### src/wsl_pkg.sv
// package of constants for the wiper serial load block
package wsl_pkg;
  localparam int            WORD_BITS  = 8;
  localparam int            TAP_COUNT  = 256;
  localparam logic [7:0]    WIPER_RESET = 8'h80;
  localparam logic [7:0]    CODE_ZERO   = 8'h00;
  localparam logic [7:0]    CODE_FULL   = 8'hff;
  localparam int            SYNC_STAGES = 2;
endpackage : wsl_pkg

### src/wsl_wiper_serial_load.sv
// serial receiver and wiper setting register with tap decode
// Function
// - eight-bit word, msb first; first received bit lands at the top bit.
// - while select is high, shift data in on each rising serial clock edge.
// - on select falling, copy the shift register into the wiper setting.
// - more than eight bits: earliest ones drop out, the final eight kept.
// - decode the code into exactly one of 256 taps; code 0 is low end.
// - each code step moves one tap up; code 255 is the last tap.
// - at power-up the wiper setting holds midscale code 128.
// - three inputs only: data, select, serial clock; no readback path.
// - select is active high; its falling edge commits the received word.
`timescale 1ns/10ps
module wsl_wiper_serial_load #(
  parameter int SYNC_STAGES = wsl_pkg::SYNC_STAGES
) (
  input  wire logic         clk,
  input  wire logic         rst,
  input  wire logic         serial_in_line,
  input  wire logic         select_line,
  input  wire logic         serial_clock,
  output logic [7:0]        wiper_setting,
  output logic [255:0]      tap_select
);
  // synchroniser depth limits: two flops at least, no deeper than the checks expect
  localparam int           MIN_SYNC  = 2;
  localparam int           MAX_SYNC  = 8;
  // pin edge to edge seen, and pin edge to register updated, in clk cycles
  localparam int           EDGE_LAT  = SYNC_STAGES;
  localparam int           LOAD_LAT  = SYNC_STAGES + 1;
  localparam logic [255:0] TAP_RESET = 256'h1 << wsl_pkg::WIPER_RESET;

  // a shallower chain lets metastable pin samples reach the edge detectors
  if (SYNC_STAGES < MIN_SYNC || SYNC_STAGES > MAX_SYNC) begin : bad_sync_depth_g
    $error("synchroniser depth out of range");
  end
  // the port widths are fixed; the package must agree with them
  if (wsl_pkg::WORD_BITS != $bits(wiper_setting) || wsl_pkg::TAP_COUNT != $bits(tap_select)) begin : bad_word_size_g
    $error("word width or tap count disagrees with the ports");
  end

  logic [SYNC_STAGES-1:0] din_sync_reg;
  logic [SYNC_STAGES-1:0] sel_sync_reg;
  logic [SYNC_STAGES-1:0] sck_sync_reg;
  logic       sel_prev_reg;
  logic       sck_prev_reg;
  logic [7:0] shift_reg;
  logic [7:0] shift_next;
  logic [7:0] wiper_setting_reg;
  logic [7:0] wiper_setting_next;
  logic [255:0] tap_reg;
  logic [255:0] tap_next;

  wire din_s    = din_sync_reg[SYNC_STAGES-1];
  wire sel_s    = sel_sync_reg[SYNC_STAGES-1];
  wire sck_s    = sck_sync_reg[SYNC_STAGES-1];
  wire sck_rise = sck_s & ~sck_prev_reg;
  wire sel_fall = ~sel_s & sel_prev_reg;
  wire do_shift = sel_s & sck_rise;

  // one-hot tap decode
  function automatic logic [255:0] wsl_decode(input logic [7:0] code);
    logic [255:0] v;
    v = '0;
    v[code] = 1'b1;
    return v;
  endfunction : wsl_decode

  // newest bit enters at bit 0 so the earliest bit ends at the top
  assign shift_next = do_shift ? {shift_reg[6:0], din_s} : shift_reg;
  assign wiper_setting_next = sel_fall ? shift_reg : wiper_setting_reg;
  assign tap_next = wsl_decode(wiper_setting_next);

  // each pin passes the whole chain before any logic reads it
  always_ff @(posedge clk or posedge rst) begin
    if (rst) begin
      din_sync_reg <= '0;
    end else begin
      din_sync_reg <= {din_sync_reg[SYNC_STAGES-2:0], serial_in_line};
    end
  end

  always_ff @(posedge clk or posedge rst) begin
    if (rst) begin
      sel_sync_reg <= '0;
    end else begin
      sel_sync_reg <= {sel_sync_reg[SYNC_STAGES-2:0], select_line};
    end
  end

  always_ff @(posedge clk or posedge rst) begin
    if (rst) begin
      sck_sync_reg <= '0;
    end else begin
      sck_sync_reg <= {sck_sync_reg[SYNC_STAGES-2:0], serial_clock};
    end
  end

  // edge history resets to the idle-low pin level so no false edge follows reset
  always_ff @(posedge clk or posedge rst) begin
    if (rst) begin
      sel_prev_reg <= 1'b0;
      sck_prev_reg <= 1'b0;
    end else begin
      sel_prev_reg <= sel_s;
      sck_prev_reg <= sck_s;
    end
  end

  always_ff @(posedge clk or posedge rst) begin
    if (rst) begin
      shift_reg <= wsl_pkg::CODE_ZERO;
    end else begin
      shift_reg <= shift_next;
    end
  end

  always_ff @(posedge clk or posedge rst) begin
    if (rst) begin
      wiper_setting_reg <= wsl_pkg::WIPER_RESET;
      tap_reg           <= TAP_RESET;
    end else begin
      wiper_setting_reg <= wiper_setting_next;
      tap_reg           <= tap_next;
    end
  end

  assign wiper_setting = wiper_setting_reg;
  assign tap_select    = tap_reg;
endmodule : wsl_wiper_serial_load

### config.mk
export PLATFORM = sky130hd
export DESIGN_NAME = wsl_wiper_serial_load
export DESIGN_NICKNAME = d
export VERILOG_FILES = /design/src/wsl_pkg.sv /design/src/wsl_wiper_serial_load.sv
export SDC_FILE = /design/constraint.sdc
export NUM_CORES = 1
export LEC_CHECK = 0
export BUFFER_PORTS_ARGS = -buffer_cell sky130_fd_sc_hd__buf_2
export CAP_MARGIN = 20
export CORE_ASPECT_RATIO = 1.5
export CORE_MARGIN = 2
export CORE_UTILIZATION = 57
export CTS_CLUSTER_SIZE = 25
export DETAILED_ROUTE_END_ITERATION = 10
export HOLD_SLACK_MARGIN = 0.02
export PLACE_DENSITY = 0.93
export SLEW_MARGIN = 10
export SYNTH_ARGS = -nofsm -noshare
export SYNTH_HDL_FRONTEND = slang
export SYNTH_SLANG_ARGS = --single-unit
### constraint.sdc
create_clock -name clk -period 15.4 [get_ports clk]
set_input_delay 3.08 -clock clk [delete_from_list [all_inputs] [get_ports clk]]
set_output_delay 3.08 -clock clk [all_outputs]
set_load 0.02 [all_outputs]
==> results of run 1 <==
power groups by stage:
stage,Clock [mW],Sequential [mW],Combinational [mW]
after floorplan,0,0.843,0.558
after global placement,0,0.821,0.656
after detailed placement,0,0.824,0.679
after CTS,0.657,0.810,0.682
after global routing,0.687,0.815,0.723
final,0.649,0.810,0.685
metal layers:
metal	vias up	part of all wire (%)
met5	-	0
met4	0	4.1
met3	83	7.0
met2	399	53
met1	3705	36
li1	3044	-
stage by stage:
step | power (mW) | utilization (%) | hold slack, ps
floorplan | 1.40 | - | 331
global placement | 1.48 | 63.6 | 333
detailed placement | 1.50 | 63.9 | 343
CTS | 2.15 | 68.4 | 357
global route | 2.22 | 68.5 | 372
finish | 2.14 | 68.5 | 357
worst max path at each step:
stage,startpoint,end,slack [ps]
after floorplan,rst,din_sync_reg[0]$_DFF_PP0_,4600
after global placement,rst,tap_select[152]$_DFF_PP0_,10600
after detailed placement,rst,tap_select[172]$_DFF_PP0_,10530
after CTS,wiper_setting[7]$_DFF_PP1_,wiper_setting[7],10960
after global routing,rst,tap_select[170]$_DFF_PP0_,10800
final,wiper_setting[7]$_DFF_PP1_,wiper_setting[7],10990
final cells by class:
type / instances / area share (%)
sequential: 280 / 53.6
multi-input combinational: 306 / 25.1
timing repair buffer: 290 / 11.9
clock buffer: 34 / 5.50
tap: 256 / 2.45
clock inverter: 8 / 1.09
inverter: 9 / 0.316
cell usage in the layout (no fill, tap or decap), types with 3 or more instances in the layout:
cell       count
a31oi_4       16
and4b_1        4
and4bb_2       4
buf_2        268
buf_4         19
bufinv_16      4
clkbuf_1       3
clkbuf_16     25
clkbuf_8       6
clkinv_2       3
dfrtp_1      278
inv_1          8
mux2_2        16
nor4_1       103
nor4_2       153
nor4b_2        4
nor4bb_1       3
cell families (layout without fill, tap and decap cells):
| logic type | Yosys count | in the layout |
|---|---|---|
| flip-flops | 280 | 280 |
| multiplexers | 16 | 16 |
| AO/OA/AOI/OAI | 16 | 16 |
| buffers and inverters | 110 | 341 |
| AND/OR/NAND/NOR | 274 | 274 |
==> results_dict.tcl, run 1 <==
set metrics [dict create \
    ant_nets 0 \
    cp.arrival_ps 1330 \
    holdPathStages 0 \
    synth_xor_area_share_pct 0 \
    ys_ff_latch 280 \
    endpoint_kind "output pin" \
    synth_ff_type "dfrtp_1" \
    cpLargestDelayFamily "flip-flops" \
    worst_r2r_path_depth 4 \
    drtPass1Iterations 7 \
    layout-drive-gt1-share_pct 56.7 \
    postPlaceCellArea_um2 12200 \
    cap_violations 0 \
    grtUsageMet1_pct 32.7 \
    grtUsageTotal_pct 26.3 \
    cts_setup_buffers 0 \
    r2r-start "sel_sync_reg[1]$_DFF_PP0_" \
    hp-class "flip-flop to flip-flop" \
    synth_compound_area_share_pct 2.77 \
    grt_use_met3_pct 4.72 \
    ys_seq_area_share_pct 63.6 \
    yosysUniqueCellTypes 20 \
    use_met2_pct 45.6 \
    max_freq_ghz 0.227 \
    synth_nets 701 \
    drv_slew 0 \
    pwr-share-seq_pct 37.8 \
    via_per_inst 6.11 \
    io_pins 269 \
    min_from "din_sync_reg[0]$_DFF_PP0_" \
    yosys.area.top_type "dfrtp_1" \
    synth_edf_count 0 \
    cts_buffers 24 \
    largest_reg_flops 256 \
    clk_pin_slew_ps 70 \
    power.internal_mw 1.28 \
    gp_congestion 0.785 \
    postCtsHoldBufs 0 \
    wire_per_inst_um 23.0 \
    initial_utilization_pct 57.7 \
    fin_tns_setup_ps 0 \
    clock-root-buffer "clkbuf_16" \
    place_ws_ps 10530 \
    setup_viol 0 \
    num_vias 7231 \
    die_h_um 174 \
    fin_skew_ps 12.4 \
    rsz0062_at_grt "false" \
    grt_first_pass_wirelength_mm 42.6 \
    busiest_layer "met2" \
    die_w_um 118 \
    cts.sinks 280 \
    final_cells 1183 \
    fill_cells 1281 \
    dp_cells 1140 \
    area_delta_synth_final_pct 18.7 \
    r2r_slack_ps 11940 \
    nNetsFinal 916 \
    critPathMaxStageDelay_ps 610 \
    p_sw_mw 0.863 \
    swShare_pct 40.2 \
    path_max_fanout 5 \
    cp_num_cells 1 \
    synth_top_family_by_area "simple AND/OR/NAND/NOR gates" \
    holdPathEnd "din_sync_reg[1]$_DFF_PP0_" \
    register_area_um2 7010 \
    synth_area_leaders "dfrtp_1, nor4_2, nor4_1" \
    p_comb_share_pct 31.9 \
    wirelength_mm 27.2 \
    setup_ws_ps 10990 \
    coreArea_um2 19100 \
    synth_simple_gate_area_share_pct 25.1 \
    dp_hpwl_mm 16.1 \
    crit_buf_inv 1 \
    synthTopCellsByCount "dfrtp_1, nor4_2, nor4_1, buf_2, buf_6" \
    drt_iter0_drc 672 \
    grt_max_degree 129 \
    r2r_end "tap_select[164]$_DFF_PP0_" \
    diodes 0 \
    required_ps 12320 \
    syn_area_per_cell_um2 15.8 \
    synthArstFlopShare_pct 100 \
    clock_latency_ps 520 \
    crit_type "flip-flop to output pin" \
    dieArea_um2 20500 \
    portBuffers 268 \
    p_clk_share_pct 30.3 \
    period_needed_ps 4410 \
    cts_resized 0 \
    synthMuxAreaShare_pct 1.64 \
    netlist_instances 696 \
    critPathLaunchType "flip-flop" \
    yosys_warnings 0 \
    yosysMostFrequentCell "dfrtp_1" \
    cpMaxStageDelayCell "dfstp_2" \
    antenna_found_initial 0 \
    p_leak_nw 6.18 \
    crit_chain "buf_2" \
    fin_crit_sh_pct 28.6 \
    slew_headroom_pct 28.5 \
    htree_num_levels 1 \
    drc 0 \
    synth_top_area_share_pct 63.2 \
    worst_slew_pin_slew_ps 1070 \
    cts_tree "built" \
    fin_area_um2 13100 \
    finalHoldViolations 0 \
    synth_area_um2 11000 \
    first_global_vias 7217 \
    rows 62 \
    grt_remaining_overflow 0 \
    status "completed" \
    multi_input_area_um2 3290 \
    yosys.area_share.adder_pct 0 \
    clock_path_buffers 3 \
    power.density_nw_per_um2 164 \
    ir_worst_vdd_mv 0.182 \
]
Power figures use the tool's default switching activity.
==> run 2, diff against run 1 <==
--- a/config.mk
+++ b/config.mk
@@ -5,15 +5,16 @@
 export SDC_FILE = /design/constraint.sdc
 export NUM_CORES = 1
 export LEC_CHECK = 0
+export ABC_AREA = 1
 export BUFFER_PORTS_ARGS = -buffer_cell sky130_fd_sc_hd__buf_2
 export CAP_MARGIN = 20
 export CORE_ASPECT_RATIO = 1.5
 export CORE_MARGIN = 2
-export CORE_UTILIZATION = 57
+export CORE_UTILIZATION = 51
 export CTS_CLUSTER_SIZE = 25
 export DETAILED_ROUTE_END_ITERATION = 10
 export HOLD_SLACK_MARGIN = 0.02
-export PLACE_DENSITY = 0.93
+export PLACE_DENSITY = 0.87
 export SLEW_MARGIN = 10
 export SYNTH_ARGS = -nofsm -noshare
 export SYNTH_HDL_FRONTEND = slang
==> constraint.sdc (replaced) <==
create_clock -name clk -period 4.4 [get_ports clk]
set_input_delay 0.88 -clock clk [delete_from_list [all_inputs] [get_ports clk]]
set_output_delay 0.88 -clock clk [all_outputs]
set_load 0.02 [all_outputs]
==> run 2 against run 1 <==
Routed wire length is 13% lower. Final cell count grew 4.5%. Sequential share of layout area is 6.3 points higher. Flip-flop and latch count did not move. Synthesized cell count grew 1.3%. Clock-buffer cell count increased by 1. Global-route usage decreased by 2.2 points. Clock skew up 1.7 ps. Critical path depth is the same. Area after synthesis down 14%. Critical path type unchanged.
==> results_dict.tcl, run 2 <==
set metrics [dict create \
    status "completed" \
    clock_path_buffers 3 \
    wirelength_mm 23.7 \
    slew_headroom_pct 50.8 \
    cpMaxStageDelayCell "dfstp_2" \
    diodes 0 \
    synth_nets 710 \
    portBuffers 268 \
    layout-drive-gt1-share_pct 41.2 \
    drv_slew 0 \
    synthTopCellsByCount "dfrtp_1, nor2_1, nand2_4, buf_6, nand2_2" \
    ys_ff_latch 280 \
    die_w_um 115 \
    cpLargestDelayFamily "flip-flops" \
    p_leak_nw 6.72 \
    synthArstFlopShare_pct 100 \
    grtUsageTotal_pct 24.1 \
    critPathLaunchType "flip-flop" \
    synth_top_area_share_pct 73.4 \
    required_ps 3520 \
    endpoint_kind "output pin" \
    yosys_warnings 0 \
    num_vias 6073 \
    syn_area_per_cell_um2 13.4 \
    first_global_vias 6109 \
    nNetsFinal 971 \
    fin_crit_sh_pct 48.4 \
    synth_edf_count 0 \
    cts_buffers 24 \
    drtPass1Iterations 4 \
    period_needed_ps 2130 \
    wire_per_inst_um 19.2 \
    finalHoldViolations 0 \
    cap_violations 0 \
    crit_buf_inv 1 \
    cts.sinks 280 \
    setup_viol 0 \
    place_ws_ps 2190 \
    grt_remaining_overflow 0 \
    grt_max_degree 107 \
    postCtsHoldBufs 0 \
    worst_slew_pin_slew_ps 736 \
    timing.hold.ws_ps 347 \
    clock-root-buffer "clkbuf_16" \
    ys_seq_area_share_pct 74.0 \
    die_h_um 171 \
    rows 61 \
    power.density_nw_per_um2 518 \
    crit_type "flip-flop to output pin" \
    path_max_fanout 3 \
    cts_tree "built" \
    antenna_found_initial 0 \
    most-common-layout-cells "dfrtp_1, buf_2, nor2_1" \
    via_per_inst 4.91 \
    ir_worst_vdd_mv 0.322 \
    final_common_cell "dfrtp_1" \
    dieArea_um2 19700 \
    max_freq_ghz 0.470 \
    crit_chain "buf_2" \
    yosysUniqueCellTypes 18 \
    yosysMostFrequentCell "dfrtp_1" \
    cp.arrival_ps 1250 \
    critPathMaxStageDelay_ps 550 \
    drt_iter0_drc 445 \
    dp_hpwl_mm 15.6 \
    holdPathStages 0 \
    setup_ws_ps 2270 \
    cts_setup_buffers 0 \
    rsz0062_at_grt "false" \
    worst_r2r_path_depth 6 \
    coreArea_um2 18400 \
    gp_congestion 0.795 \
    fin_tns_setup_ps 0 \
    synth_area_leaders "dfrtp_1, nor2_1, nand2_4" \
    io_pins 269 \
    fin_skew_ps 14.1 \
    cts_resized 0 \
    area_delta_synth_final_pct 23.6 \
    drc 0 \
    yosys.area.top_type "dfrtp_1" \
    htree_num_levels 1 \
    clk_pin_slew_ps 70 \
    netlist_instances 705 \
    synth_ff_type "dfrtp_1" \
    initial_utilization_pct 51.5 \
    clock_latency_ps 510 \
    grt_first_pass_wirelength_mm 35.3 \
    largest_reg_flops 256 \
    synth_area_um2 9480 \
    cp_num_cells 1 \
    hp-class "flip-flop to flip-flop" \
    ant_nets 0 \
]
-- run 2: layer usage --
metal  global-route usage (%)  vias up  routed length, um
met3                     3.83       65               1260
li1                         -     2642                  -
met2                     44.1      279              13000
met4                     9.90        0                934
met1                     27.9     3087               8490
met5                        0        -                  0
-- run 2: area by class of cell --
cell class	instances	area (um2)
Clock buffer	35	723
Tap cell	252	315
Inverter	17	67.6
Sequential cell	280	7010
Fill cell	1309	6680
Multi-Input combinational cell	371	2030
Timing Repair Buffer	272	1380
Clock inverter	9	180
-- run 2: cells by family (layout without fill, tap and decap cells) --
logic type      count (synthesis)  after routing  share of synthesized area [%]
compound gates                  8              8                          0.422
buf+inv                        54            333                           4.60
flops                         280            280                           74.0
simple gates                  363            363                           21.0
-- run 2: final timing paths --
| path | start | endpoint | slack (ps) |
|---|---|---|---|
| setup / recovery | wiper_setting[7]$_DFF_PP1_ | wiper_setting[7] | 2270 |
| max in group asynchronous | rst | tap_select[250]$_DFF_PP0_ | 2780 |
| min in group asynchronous | rst | tap_select[39]$_DFF_PP0_ | 490 |
| hold / removal | sck_sync_reg[0]$_DFF_PP0_ | sck_sync_reg[1]$_DFF_PP0_ | 350 |
| setup reg to reg | sel_prev_reg$_DFF_PP0_ | tap_select[166]$_DFF_PP0_ | 2330 |
| hold reg to reg | sck_sync_reg[0]$_DFF_PP0_ | sck_sync_reg[1]$_DFF_PP0_ | 350 |
-- run 2: power breakdown --
group	switching (mW)	internal, mW
sequential	0.0563	2.68
clock	0.915	1.44
combinational	0.760	0.208
-- run 2: stage by stage --
stage          util, %  instances  area [um2]  total power [mW]
5_1_grt           63.7       1236       11700              6.28
3_5_place_dp      58.8       1192       10800              3.76
3_3_place_gp      58.8       1192       10800              3.74
4_1_cts           63.7       1236       11700              6.09
6_report          63.7       1236       11700              6.06
2_1_floorplan        -        705        9480              3.54
==> run 3, diff against run 2 <==
--- a/config.mk
+++ b/config.mk
@@ -10,11 +10,11 @@
 export CAP_MARGIN = 20
 export CORE_ASPECT_RATIO = 1.5
 export CORE_MARGIN = 2
-export CORE_UTILIZATION = 51
+export CORE_UTILIZATION = 46
 export CTS_CLUSTER_SIZE = 25
 export DETAILED_ROUTE_END_ITERATION = 10
 export HOLD_SLACK_MARGIN = 0.02
-export PLACE_DENSITY = 0.87
+export PLACE_DENSITY = 0.84
 export SLEW_MARGIN = 10
 export SYNTH_ARGS = -nofsm -noshare
 export SYNTH_HDL_FRONTEND = slang
==> constraint.sdc (replaced) <==
create_clock -name clk -period 1.7 [get_ports clk]
set_input_delay 0.34 -clock clk [delete_from_list [all_inputs] [get_ports clk]]
set_output_delay 0.34 -clock clk [all_outputs]
set_load 0.02 [all_outputs]
==> run 3 against run 2 <==
Combinational power rose to 3.1 times the previous value. Register-to-register slack lost 2300 ps. Critical path type is now flip-flop to flip-flop. Worst hold slack gained 1.1 ps. Die area is 11% higher. Highest routed layer unchanged. Core utilization fell by 4.3 points. Clock skew shrank 6.4 ps. Critical endpoint is now tap_select[53]$_DFF_PP0_. Clock-buffer cell count is 2 lower. Critical path depth rose by 5. Clock power is 140% higher. Largest cell class unchanged. Global-route usage is 0.90 points lower.
==> results_dict.tcl, run 3 (same netlist as run 2, synthesis figures left out) <==
set metrics [dict create \
    status "completed" \
    cts_tree "built" \
    most-common-layout-cells "dfrtp_1, buf_2, nor2_1" \
    crit_type "flip-flop to flip-flop" \
    endpoint_kind "flip-flop" \
    min_from "sel_sync_reg[0]$_DFF_PP0_" \
    required_ps 2130 \
    drv_slew 0 \
    area_delta_synth_final_pct 27.5 \
    max_freq_ghz 0.599 \
    wirelength_mm 25.3 \
    slew_headroom_pct 63.7 \
    worst_r2r_path_depth 6 \
    ant_nets 0 \
    r2r_end "tap_select[53]$_DFF_PP0_" \
    wire_per_inst_um 19.9 \
    dieArea_um2 21800 \
    die_w_um 121 \
    portBuffers 268 \
    initial_utilization_pct 46.6 \
    gp_congestion 0.793 \
    finalHoldViolations 0 \
    dp_hpwl_mm 17.1 \
    first_global_vias 6398 \
    grtUsageTotal_pct 23.2 \
    cp-startpoint "sel_prev_reg$_DFF_PP0_" \
    htree_num_levels 1 \
    clk_pin_slew_ps 70 \
    fill_cells 1552 \
    clock-root-buffer "clkbuf_16" \
    io_pins 269 \
    cts_buffers 24 \
    grt_max_degree 58 \
    timing.hold.ws_ps 348 \
    cap_violations 0 \
    clock_latency_ps 510 \
    diodes 0 \
    worst_slew_pin_slew_ps 543 \
    fin_util_pct 59.4 \
    period_needed_ps 1670 \
    layout-drive-gt1-share_pct 42.5 \
    fin_crit_sh_pct 98.1 \
    num_vias 6147 \
    grt_first_pass_wirelength_mm 37.8 \
    drtPass1Iterations 4 \
    cts.sinks 280 \
    fin_skew_ps 7.71 \
    final_common_cell "dfrtp_1" \
    p_leak_nw 6.80 \
    setup_viol 0 \
    die_h_um 180 \
    r2r_slack_ps 30 \
    power.density_nw_per_um2 1300 \
    rsz0062_at_grt "true" \
    cp.arrival_ps 2090 \
    holdPathEnd "sel_sync_reg[1]$_DFF_PP0_" \
    holdPathStages 0 \
    hp-class "flip-flop to flip-flop" \
    largest_reg_flops 256 \
    fin_area_um2 12100 \
    clock_path_buffers 3 \
    coreArea_um2 20300 \
    rows 64 \
    r2r-start "sel_prev_reg$_DFF_PP0_" \
    grt_remaining_overflow 0 \
    path_max_fanout 16 \
    drt_iter0_drc 329 \
    drc 0 \
    critPathLaunchType "flip-flop" \
    antenna_found_initial 0 \
    via_per_inst 4.84 \
    ir_worst_vdd_mv 0.911 \
    postPlaceCellArea_um2 11000 \
    nNetsFinal 995 \
]
## run 3: how the worst max path moves through the flow
stage / depth (start not counted) / to
after floorplan: 1 / din_sync_reg[0]$_DFF_PP0_
after global placement: 7 / tap_select[118]$_DFF_PP0_
after detailed placement: 7 / tap_select[118]$_DFF_PP0_
after CTS: 7 / tap_select[97]$_DFF_PP0_
after global routing: 8 / tap_select[232]$_DFF_PP0_
final: 6 / tap_select[53]$_DFF_PP0_
## run 3: routing by layer
| metal | vias to the layer above | track usage [%] | wire [um] |
|---|---|---|---|
| met4 | 0 | 9.89 | 902 |
| met5 | - | 0 | 0 |
| met2 | 251 | 43.3 | 14100 |
| li1 | 2698 | - | - |
| met3 | 55 | 3.20 | 1170 |
| met1 | 3143 | 26.1 | 9110 |
## run 3: per-stage QoR
stage               setup slack (ps)  setup TNS, ps  total power, mW  cells
floorplan                      -2350        -654820             9.16    705
global placement                8.42              0             9.77   1217
detailed placement             -74.0          -1150             9.83   1217
CTS                            -7.46          -13.8             15.6   1267
global route                   -47.9          -1520             16.3   1271
finish                          31.5              0             15.7   1271
## run 3: timing repair
| item | in CTS | in global routing |
|---|---|---|
| hold buffers | 4 | 0 |
| buffers inserted | 3 | 4 |
| resized for setup | 8 | 16 |
| endpoints found under the hold margin | 4 | 0 |
| pin swaps | 4 | 2 |
| setup endpoints to repair | 103 | 237 |
## run 3: worst max-delay path, cell delays in order (launching register included)
cell,delay (ps)
dfrtp_1,460
buf_4,200
nand3_1,110
nand2_2,130
nor2_8,250
nand2_4,210
nor2_1,220
## run 3: where the power goes
part / internal (mW) / switching, mW
clock: 3.30 / 2.35
combinational: 0.790 / 2.17
sequential: 6.95 / 0.154
total: 11.0 / 4.68
## run 3: cell type report
type	instances	area, um2	share of cell area [%]
clock buffer	33	686	5.68
sequential	280	7010	58.0
clock inverter	10	139	1.15
timing repair buffer	296	1660	13.8
inverter	17	70.1	0.580
multi-input combinational	371	2180	18.1
tap	264	330	2.73
